$ cat config.mk
export PLATFORM = sky130hd
export DESIGN_NAME = pga_gain_trim_control
export DESIGN_NICKNAME = d
export VERILOG_FILES = /design/src/pga_gain_trim_pkg.sv /design/src/pga_gain_trim_control.sv
export VERILOG_INCLUDE_DIRS = /design/src /design/src/src
export SDC_FILE = /design/constraint.sdc
export NUM_CORES = 1
export LEC_CHECK = 0
export BUFFER_PORTS_ARGS = -buffer_cell sky130_fd_sc_hd__buf_2
export CAP_MARGIN = 20
export CORE_ASPECT_RATIO = 1.4
export CORE_MARGIN = 1
export CORE_UTILIZATION = 39
export CTS_BUF_LIST = sky130_fd_sc_hd__clkbuf_4 sky130_fd_sc_hd__clkbuf_8
export CTS_CLUSTER_SIZE = 40
export DETAILED_ROUTE_END_ITERATION = 8
export PLACE_DENSITY_LB_ADDON = 0.2
export REMOVE_ABC_BUFFERS = 1
export SETUP_SLACK_MARGIN = 0.2
export SLEW_MARGIN = 15
export SYNTH_ARGS = -nofsm -noshare
export SYNTH_HDL_FRONTEND = slang
export SYNTH_SLANG_ARGS = --single-unit
$ cat constraint.sdc
create_clock -name clock -period 2.7 [get_ports clock]
set_input_delay 0.405 -clock clock [delete_from_list [all_inputs] [get_ports clock]]
set_output_delay 0.405 -clock clock [all_outputs]
set_load 0.02 [all_outputs]
$ cat src/pga_gain_trim_map.svh
// Register offsets, field positions and reset values of the gain and trim controls
`ifndef PGA_GAIN_TRIM_MAP_SVH
`define PGA_GAIN_TRIM_MAP_SVH
`define PGA_OFS_RESULT_LOW      4'h0
`define PGA_OFS_GAIN_CONTROL    4'h1
`define PGA_OFS_NCHAN_TRIM      4'h2
`define PGA_OFS_PCHAN_TRIM      4'h3
`define PGA_OFS_RESULT_HIGH     4'h4
`define PGA_GAIN_CONTROL_RESET  8'h00
`define PGA_TRIM_RESET          8'h40
`define PGA_GAIN_RSVD_MASK      8'h18
`define PGA_BIT_AMP_ENABLE      7
`define PGA_BIT_TEMP_ENABLE     6
`define PGA_BIT_TRIM_MODE       5
`define PGA_BIT_CAL_ENABLE      7
`define PGA_BIT_TRIM_SIGN       6
`define PGA_SETTLE_OPEN_LOOP_US 1050
`define PGA_SETTLE_BYPASS_US    8'h00
`define PGA_SETTLE_X1_US        8'h00
`define PGA_SETTLE_X2_US        8'h09
`define PGA_SETTLE_X5_US        8'h06
`define PGA_SETTLE_X10_US       8'h05
`define PGA_SETTLE_X20_US       8'h10
`define PGA_SETTLE_X49_US       8'h19
`define PGA_SETTLE_X98_US       8'h2d
`define PGA_SETTLE_SATURATED    8'hff
`define PGA_CLOCK_MHZ           20
`endif

$ cat src/pga_gain_trim_pkg.sv
// Types shared by the gain and trim control block
package pga_gain_trim_pkg;
  typedef enum logic [2:0] {
    GAIN_BYPASS = 3'b000,
    GAIN_X1     = 3'b001,
    GAIN_X2     = 3'b010,
    GAIN_X5     = 3'b011,
    GAIN_X10    = 3'b100,
    GAIN_X20    = 3'b101,
    GAIN_X49    = 3'b110,
    GAIN_X98    = 3'b111
  } gain_select_t;
  typedef struct packed {
    logic       standalone_amp_enable;
    logic       temp_sensor_enable;
    logic       trim_mode;
    logic [1:0] reserved;
    logic [2:0] gain_select;
  } gain_control_t;
  typedef struct packed {
    logic       cal_enable;
    logic       sign;
    logic [5:0] magnitude;
  } trim_t;
  typedef struct packed {
    logic       amp_enable;
    logic       amp_bypass;
    logic       open_loop;
    logic       inputs_shorted;
    logic [6:0] gain_factor;
    logic       mux_disable;
    logic       low_cal_reference;
    logic       high_cal_reference;
  } amp_config_t;
endpackage

$ cat src/pga_gain_trim_control.sv
// Gain, bypass, trim configuration and offset trim registers of the gain amplifier
//
// Added by the designer: the strobed register port and the register offsets.
`timescale 1ns/1ns
`include "pga_gain_trim_map.svh"

module pga_gain_trim_control
(
  // Clock and reset
  input  wire logic                              clock,
  input  wire logic                              rst_n,
  // Register port
  input  wire logic [3:0]                        reg_addr,
  input  wire logic [7:0]                        reg_wdata,
  input  wire logic                              reg_write,
  input  wire logic                              reg_read,
  output logic      [7:0]                        reg_rdata,
  // Converter result capture
  input  wire logic                              result_load,
  input  wire logic [9:0]                        result_value,
  // Analog control outputs
  output pga_gain_trim_pkg::amp_config_t         amp_config,
  output logic                                   standalone_amp_enable,
  output logic                                   temp_sensor_enable,
  output logic      [6:0]                        nchan_trim_value,
  output logic      [6:0]                        pchan_trim_value,
  output logic      [7:0]                        settle_time_us
);

  pga_gain_trim_pkg::gain_control_t gain_reg;
  pga_gain_trim_pkg::gain_control_t gain_next;
  pga_gain_trim_pkg::trim_t         ntrim_reg;
  pga_gain_trim_pkg::trim_t         ntrim_next;
  pga_gain_trim_pkg::trim_t         ptrim_reg;
  pga_gain_trim_pkg::trim_t         ptrim_next;
  logic [9:0]                       result_reg;
  logic [9:0]                       result_next;
  logic [7:0]                       rdata_reg;
  logic [7:0]                       rdata_next;
  pga_gain_trim_pkg::amp_config_t   cfg_reg;
  pga_gain_trim_pkg::amp_config_t   cfg_next;
  logic [7:0]                       settle_reg;
  logic [7:0]                       settle_next;

  // Address decode
  wire logic sel_result_low  = reg_addr == `PGA_OFS_RESULT_LOW;
  wire logic sel_gain        = reg_addr == `PGA_OFS_GAIN_CONTROL;
  wire logic sel_ntrim       = reg_addr == `PGA_OFS_NCHAN_TRIM;
  wire logic sel_ptrim       = reg_addr == `PGA_OFS_PCHAN_TRIM;
  wire logic sel_result_high = reg_addr == `PGA_OFS_RESULT_HIGH;
  wire logic wr_gain         = reg_write && sel_gain;
  wire logic wr_ntrim        = reg_write && sel_ntrim;
  wire logic wr_ptrim        = reg_write && sel_ptrim;
  wire logic wr_res_low      = reg_write && sel_result_low;
  wire logic wr_res_high     = reg_write && sel_result_high;

  // Register next values; reserved bits are stored as written so software sees its own mistake
  assign gain_next  = wr_gain  ? pga_gain_trim_pkg::gain_control_t'(reg_wdata) : gain_reg;
  assign ntrim_next = wr_ntrim ? pga_gain_trim_pkg::trim_t'(reg_wdata) : ntrim_reg;
  assign ptrim_next = wr_ptrim ? pga_gain_trim_pkg::trim_t'(reg_wdata) : ptrim_reg;

  // Result capture: hardware load wins over a software write in the same cycle
  assign result_next = result_load ? result_value :
                       wr_res_high ? {reg_wdata, result_reg[1:0]} :
                       wr_res_low  ? {result_reg[9:2], reg_wdata[7:6]} :
                       result_reg;

  // Read mux, unmapped addresses read zero
  // low result format
  wire logic [7:0] rd_result_low  = {result_reg[1:0], 6'h00};
  wire logic [7:0] rd_result_high = result_reg[9:2];
  assign rdata_next = !reg_read       ? 8'h00 :
                      sel_result_low  ? rd_result_low :
                      sel_gain        ? gain_reg :
                      sel_ntrim       ? ntrim_reg :
                      sel_ptrim       ? ptrim_reg :
                      sel_result_high ? rd_result_high :
                      8'h00;

  // Amplifier mode decode
  // trim overrides gain
  wire logic       trim_on    = gain_reg.trim_mode;
  wire logic       bypass_on  = !trim_on && (gain_reg.gain_select == 3'b000);
  logic [6:0]      gain_factor;
  logic [7:0]      settle_us;

  // gain code table; bypass shows a zero factor
  always_comb
  begin
    gain_factor = 7'h00;
    case (pga_gain_trim_pkg::gain_select_t'(gain_reg.gain_select))
      pga_gain_trim_pkg::GAIN_BYPASS:
      begin
        gain_factor = 7'h00;
      end
      pga_gain_trim_pkg::GAIN_X1:
      begin
        gain_factor = 7'h01;
      end
      pga_gain_trim_pkg::GAIN_X2:
      begin
        gain_factor = 7'h02;
      end
      pga_gain_trim_pkg::GAIN_X5:
      begin
        gain_factor = 7'h05;
      end
      pga_gain_trim_pkg::GAIN_X10:
      begin
        gain_factor = 7'h0a;
      end
      pga_gain_trim_pkg::GAIN_X20:
      begin
        gain_factor = 7'h14;
      end
      pga_gain_trim_pkg::GAIN_X49:
      begin
        gain_factor = 7'h31;
      end
      pga_gain_trim_pkg::GAIN_X98:
      begin
        gain_factor = 7'h62;
      end
      default:
      begin
        gain_factor = 7'h00;
      end
    endcase
  end

  // Settling hint for software; gain 1 is slew limited, so it reads zero and software must judge
  always_comb
  begin
    settle_us = `PGA_SETTLE_BYPASS_US;
    case (pga_gain_trim_pkg::gain_select_t'(gain_reg.gain_select))
      pga_gain_trim_pkg::GAIN_BYPASS:
      begin
        settle_us = `PGA_SETTLE_BYPASS_US;
      end
      pga_gain_trim_pkg::GAIN_X1:
      begin
        settle_us = `PGA_SETTLE_X1_US;
      end
      pga_gain_trim_pkg::GAIN_X2:
      begin
        settle_us = `PGA_SETTLE_X2_US;
      end
      pga_gain_trim_pkg::GAIN_X5:
      begin
        settle_us = `PGA_SETTLE_X5_US;
      end
      pga_gain_trim_pkg::GAIN_X10:
      begin
        settle_us = `PGA_SETTLE_X10_US;
      end
      pga_gain_trim_pkg::GAIN_X20:
      begin
        settle_us = `PGA_SETTLE_X20_US;
      end
      pga_gain_trim_pkg::GAIN_X49:
      begin
        settle_us = `PGA_SETTLE_X49_US;
      end
      pga_gain_trim_pkg::GAIN_X98:
      begin
        settle_us = `PGA_SETTLE_X98_US;
      end
      default:
      begin
        settle_us = `PGA_SETTLE_BYPASS_US;
      end
    endcase
  end

  // Open-loop settling exceeds eight bits; it saturates and software must use the long wait
  assign settle_next = trim_on ? `PGA_SETTLE_SATURATED : settle_us;

  // Analog configuration; references follow their enable bits, trimming only makes sense in trim mode
  // inputs shorted
  assign cfg_next.inputs_shorted     = trim_on;
  assign cfg_next.open_loop          = trim_on;
  assign cfg_next.amp_enable         = !bypass_on;
  assign cfg_next.amp_bypass         = bypass_on;
  assign cfg_next.gain_factor        = trim_on ? 7'h00 : gain_factor;
  assign cfg_next.low_cal_reference  = ntrim_reg.cal_enable;
  assign cfg_next.high_cal_reference = ptrim_reg.cal_enable;
  assign cfg_next.mux_disable        = ntrim_reg.cal_enable || ptrim_reg.cal_enable;

  // Gain control register; reserved bits kept as written
  // clears on reset
  always_ff @(posedge clock)
  begin
    if (!rst_n)
    begin
      gain_reg <= `PGA_GAIN_CONTROL_RESET;
    end
    else
    begin
      gain_reg <= gain_next;
    end
  end

  // N-pair trim register; volatile, so calibration is lost on reset
  // loads 40 on reset
  always_ff @(posedge clock)
  begin
    if (!rst_n)
    begin
      ntrim_reg <= `PGA_TRIM_RESET;
    end
    else
    begin
      ntrim_reg <= ntrim_next;
    end
  end

  // P-pair trim register, same volatile behaviour
  // loads 40 on reset
  always_ff @(posedge clock)
  begin
    if (!rst_n)
    begin
      ptrim_reg <= `PGA_TRIM_RESET;
    end
    else
    begin
      ptrim_reg <= ptrim_next;
    end
  end

  // Conversion result; cleared on reset only so that reads are never unknown
  always_ff @(posedge clock)
  begin
    if (!rst_n)
    begin
      result_reg <= 10'h000;
    end
    else
    begin
      result_reg <= result_next;
    end
  end

  // Read data, standing one cycle after the read strobe
  always_ff @(posedge clock)
  begin
    if (!rst_n)
    begin
      rdata_reg <= 8'h00;
    end
    else
    begin
      rdata_reg <= rdata_next;
    end
  end

  // Analog configuration, one cycle behind the registers to keep the pins glitch free
  always_ff @(posedge clock)
  begin
    if (!rst_n)
    begin
      cfg_reg <= '0;
    end
    else
    begin
      cfg_reg <= cfg_next;
    end
  end

  // Settling hint register
  always_ff @(posedge clock)
  begin
    if (!rst_n)
    begin
      settle_reg <= 8'h00;
    end
    else
    begin
      settle_reg <= settle_next;
    end
  end

  // Outputs, all from flip-flops
  // stand-alone amp
  assign standalone_amp_enable = gain_reg.standalone_amp_enable;
  assign temp_sensor_enable    = gain_reg.temp_sensor_enable;
  assign nchan_trim_value      = {ntrim_reg.sign, ntrim_reg.magnitude};
  assign pchan_trim_value      = {ptrim_reg.sign, ptrim_reg.magnitude};
  assign amp_config            = cfg_reg;
  assign settle_time_us        = settle_reg;
  assign reg_rdata             = rdata_reg;

endmodule

# Word-level counts from Yosys, hierarchy flattened
# Memory sizes are Yosys's and may differ from the RTL's. A register that Yosys moved wholly into a read port is not among the register bits.
# Cells that the tools add are included.
# classes
eq_ne	5
n_mux	11
n_bitwise	2
reduce_logical	17
# op_table
operator	count
$mux 8	6
$mux 10	2
$eq 4x2->1 const B	2
$logic_and 1x1->1	6
$mux 3	2
$eq 4x1->1 const B	1
$eq 4x3->1 const B	1
$logic_not 4->1	1
$reduce_and 2->1	2
$reduce_bool 2->1	2
$logic_not 3->1	1
$reduce_or 3->1	1
$logic_not 1->1	2
$mux 2	1
$ne 2x2->1 const B	1
$not 1->1	2
$reduce_or 2->1	1
$logic_or 1x1->1	1
# totals
reg_bits	56
mem_bits_ro	104
in_bits	27
output_inout_bits	46
wordCells	59
memories	2
# memory_table
memory	depth	width	read_ports	rd_clocked_by_memory_dff	write_ports	line_no	source
(name not given)	8	7	1	1	0	pga_gain_trim_control.sv:91	case (pga_gain_trim_pkg::gain_select_t'(gain_reg.gain_select))
(name not given)	8	6	1	1	0	pga_gain_trim_control.sv:135	case (pga_gain_trim_pkg::gain_select_t'(gain_reg.gain_select))

# Depth between registers and ports, before layout
# logic_depth
word_depth	6
ltp_mapped	8
depth_no_buf	7

# Worst setup path before layout
# Ideal clock, no wire load.
# synth_timing
path_kind	input to register
startpoint	in reg_addr[1]
endpoint	reg, netlist name settle_us[2]
setup_ps	123
arrival_ps	1991
required_ps	2577
slack_ps	585
stages	8
path_buffers	2
cell_sequence	buf_6 nor3_4 and2_1 buf_6 mux2i_1 inv_1 ha_1 mux2_1
# synth_between
elab_chain_len	4
# synth_rtl
item	line_no	source
from (decl)	pga_gain_trim_control.sv:13	input wire logic [3:0] reg_addr,
$eq 4x1->1 (no line)	--	
$logic_and 1x1->1	pga_gain_trim_control.sv:51	wire logic wr_gain = reg_write && sel_gain;
$mux 3 (no line) (2 in series)	--	
# Every way passes these cells.
# A chain may end at the register's enable or synchronous reset.

# Final worst setup path
# layout_timing
startpoint	in reg_addr[1]
endpoint	reg, netlist name settle_us[2]
# layout_between
elab_chain_len	4
# layout_rtl
item	line_no
$eq 4x1->1 (no line)	--
$logic_and 1x1->1	pga_gain_trim_control.sv:51
$mux 3 (no line) (2 in series)	--
# Every way passes these cells.

==> metrics.yaml <==
synthXorXnorAreaFrac_pct: 0
seqPwrFrac_pct: 51.9
clk_latency_ps: 340
hold_viol: 0
min_path_cells: 3
io_buffers: 72
r2r_cells: 6
drt_first_pass_iters: 4
core-area_um2: 6940
hold_path_class: "in -> reg"
synth_compound_area_share_pct: 7.96
setup_violations: 0
vias_per_cell: 4.75
cp_num_cells: 7
slew_violations: 0
cp-end-kind: "flip-flop"
grt_pass1_wl_um: 10100
crit_slowest_cell: "and2_1"
synthTopCellsByArea: "dfxtp_1 (48%), mux2i_1 (13%), nor2_1 (5.8%), a21oi_1 (3.6%), ha_1 (3.1%)"
cts_made_buffers: 9
vias: 2141
cts_tree: "done"
fin_crit_ps: 1810
fin_cells: 451
ios: 73
drive_above_1_share_pct: 30.6
synth_edf_count: 0
netlist.area_leader.share_pct: 48.2
finalWeightedCongestion: 0.782
drv_cap: 0
dp_hpwl_um: 4260
wl_per_cell_um: 13.7
grt_max_degree: 30
synthTopCellsByCount: "dfxtp_1 (67), nor2_1 (43), mux2i_1 (36)"
synth_mux_area_share_pct: 17.0
antennaDiodeCount: 0
synth-seq-cells: 67
fillers: 718
post-cts-setup-buffer-count: 0
finalCritPeriodShare_pct: 67.1
ys_seq_area_share_pct: 48.2
fmax_mhz: 552
cts_resized: 0
yosysWarnings: 0
drt_iter0_drc: 79
power_density_nw_per_um2: 582
async_reset_ff_share_pct: 0
die_area_um2: 7480
synthAdderAreaFrac_pct: 3.15
dp.cells: 436
arrival_ps: 2040
antenna_found_initial: 0
clockBufferDepth: 2
path_class: "in -> reg"
status: "completed"
p_sw_mw: 0.448
max_slew.worst_pin.slew_ps: 657
yosysUniqueCellTypes: 40
pwr-share-comb_pct: 7.4
synth_top_family_by_area: "simple AND/OR/NAND/NOR gates"
ys.flop_type: "dfxtp_1"
power.internal_mw: 1.52
postSynthAreaPerCell_um2: 9.87
synthCells: 282
grt_usage_pct: 18.4
clk_pin_slew_ps: 70
drtAntennaViolNets: 0
skew_ps: 6.46
crit_required_ps: 2930
synth_top_cell_by_area: "dfxtp_1"
die_height_um: 102
cp_cell_sequence: "buf_2 -> nor3_4 -> and2_1 -> mux2i_1 -> inv_1 -> ha_1 -> mux2_1"
grt_pass1_vias: 2087
critPathMaxStageDelay_ps: 320
cts_sinks: 67
routed_wl_um: 6170
grt_overflow: 0
worstPathMaxFanout: 9
synthSimpleGateAreaFrac_pct: 18.1
largest_reg_flops: 12
p_clk_share_pct: 40.7
die_width_um: 73.4
yosysMostFrequentCell: "dfxtp_1"
initial_utilization_pct: 40.1
relSlewSlack_pct: 56.2
ff2ff_setup_slack_ps: 970
fin_nets: 386
root_buffer: "clkbuf_8"
p_leak_nw: 1.58
netSwitchingFraction_pct: 22.8
drc: 0
syn_area_um2: 2780
ir_drop_uv: 348
tns_ps: 0
syn_to_final_growth_pct: 21.2
ctsHtreeMaxLevel: 3
rsz0062_at_grt: "no"
cp-start-kind: "input pin"
cp_top_family: "simple AND/OR/NAND/NOR gates"
crit_buf_inv: 2
num_rows: 36
holdBufCountCts: 0
==> per-stage QoR <==
step / hold WS (ps) / instance area [µm²] / total power [mW] / utilization, % / setup WS [ps]
floorplan: 411 / 2660 / 1.12 / - / 555
global placement: 419 / 3190 / 1.19 / 46.0 / 545
detailed placement: 429 / 3190 / 1.19 / 46.0 / 527
CTS: 331 / 3370 / 1.98 / 48.6 / 889
global route: 329 / 3370 / 2.05 / 48.6 / 769
finish: 335 / 3370 / 1.96 / 48.6 / 887
==> tightest hold or removal path: cells and delay by family <==
family	cells	cell delay [ps]
buffers and inverters	1	80
AO/OA/AOI/OAI	2	160
==> area by class of cell <==
cell class	instances	area [µm²]	area share [%]
multi-input cells	186	1280	38.1
well taps	95	119	3.52
inverters	10	37.5	1.11
flip-flops and latches	67	1340	39.7
clock inverters	3	40.0	1.19
clock buffers	12	146	4.34
repair buffers	78	405	12.0
==> final timing paths <==
kind / start / endpoint
worst max-delay path: reg_addr[1] / settle_us[2]
worst min-delay path: result_value[7] / result_reg[7]
worst max register to register: gain_reg[0] / settle_us[3]
worst min register to register: settle_us[5] / settle_time_us[5]
==> power groups by stage <==
stage	registers (mW)	clock network, mW	logic, mW
after global routing	1.02	0.865	0.161
after global placement	1.04	0	0.145
final	1.02	0.800	0.145
after floorplan	1.05	0	0.0655
after detailed placement	1.04	0	0.146
after CTS	1.02	0.817	0.146
==> cell families after synthesis <==
group | Yosys count
AND/OR/NAND/NOR | 95
flip-flops | 67
multiplexers | 45
AO/OA/AOI/OAI | 39
buffers and inverters | 29
adder cells (fa/ha/maj) | 7
==> placed cells by master, fill, tap and decap left out, types with 2 or more instances in the layout <==
cell type and count:
dfxtp_1 67, mux2i_1 36, nand2b_1 3, buf_4 6, or2_2 3, clkinv_2 2, nand3_1 2, clkbuf_4 3
nor2_1 43, o21ai_0 8, nor2b_1 3, inv_1 10, clkbuf_8 9, and2_1 7, mux2_1 2, buf_2 72
ha_1 7, nand3b_1 3, a21oi_1 20, or4_1 2, a22oi_1 6, nor3_1 4, nand2_1 14, mux2_2 6
==> routing by layer <==
metal / vias to the layer above / routed length [µm] / global-route usage, %
met2: 50 / 3030 / 31.3
met1: 992 / 2720 / 20.9
met4: 0 / 133 / 10.4
met3: 10 / 296 / 4.34
met5: - / 0 / 0
li1: 1089 / - / -
Power figures use the tool's default switching activity.
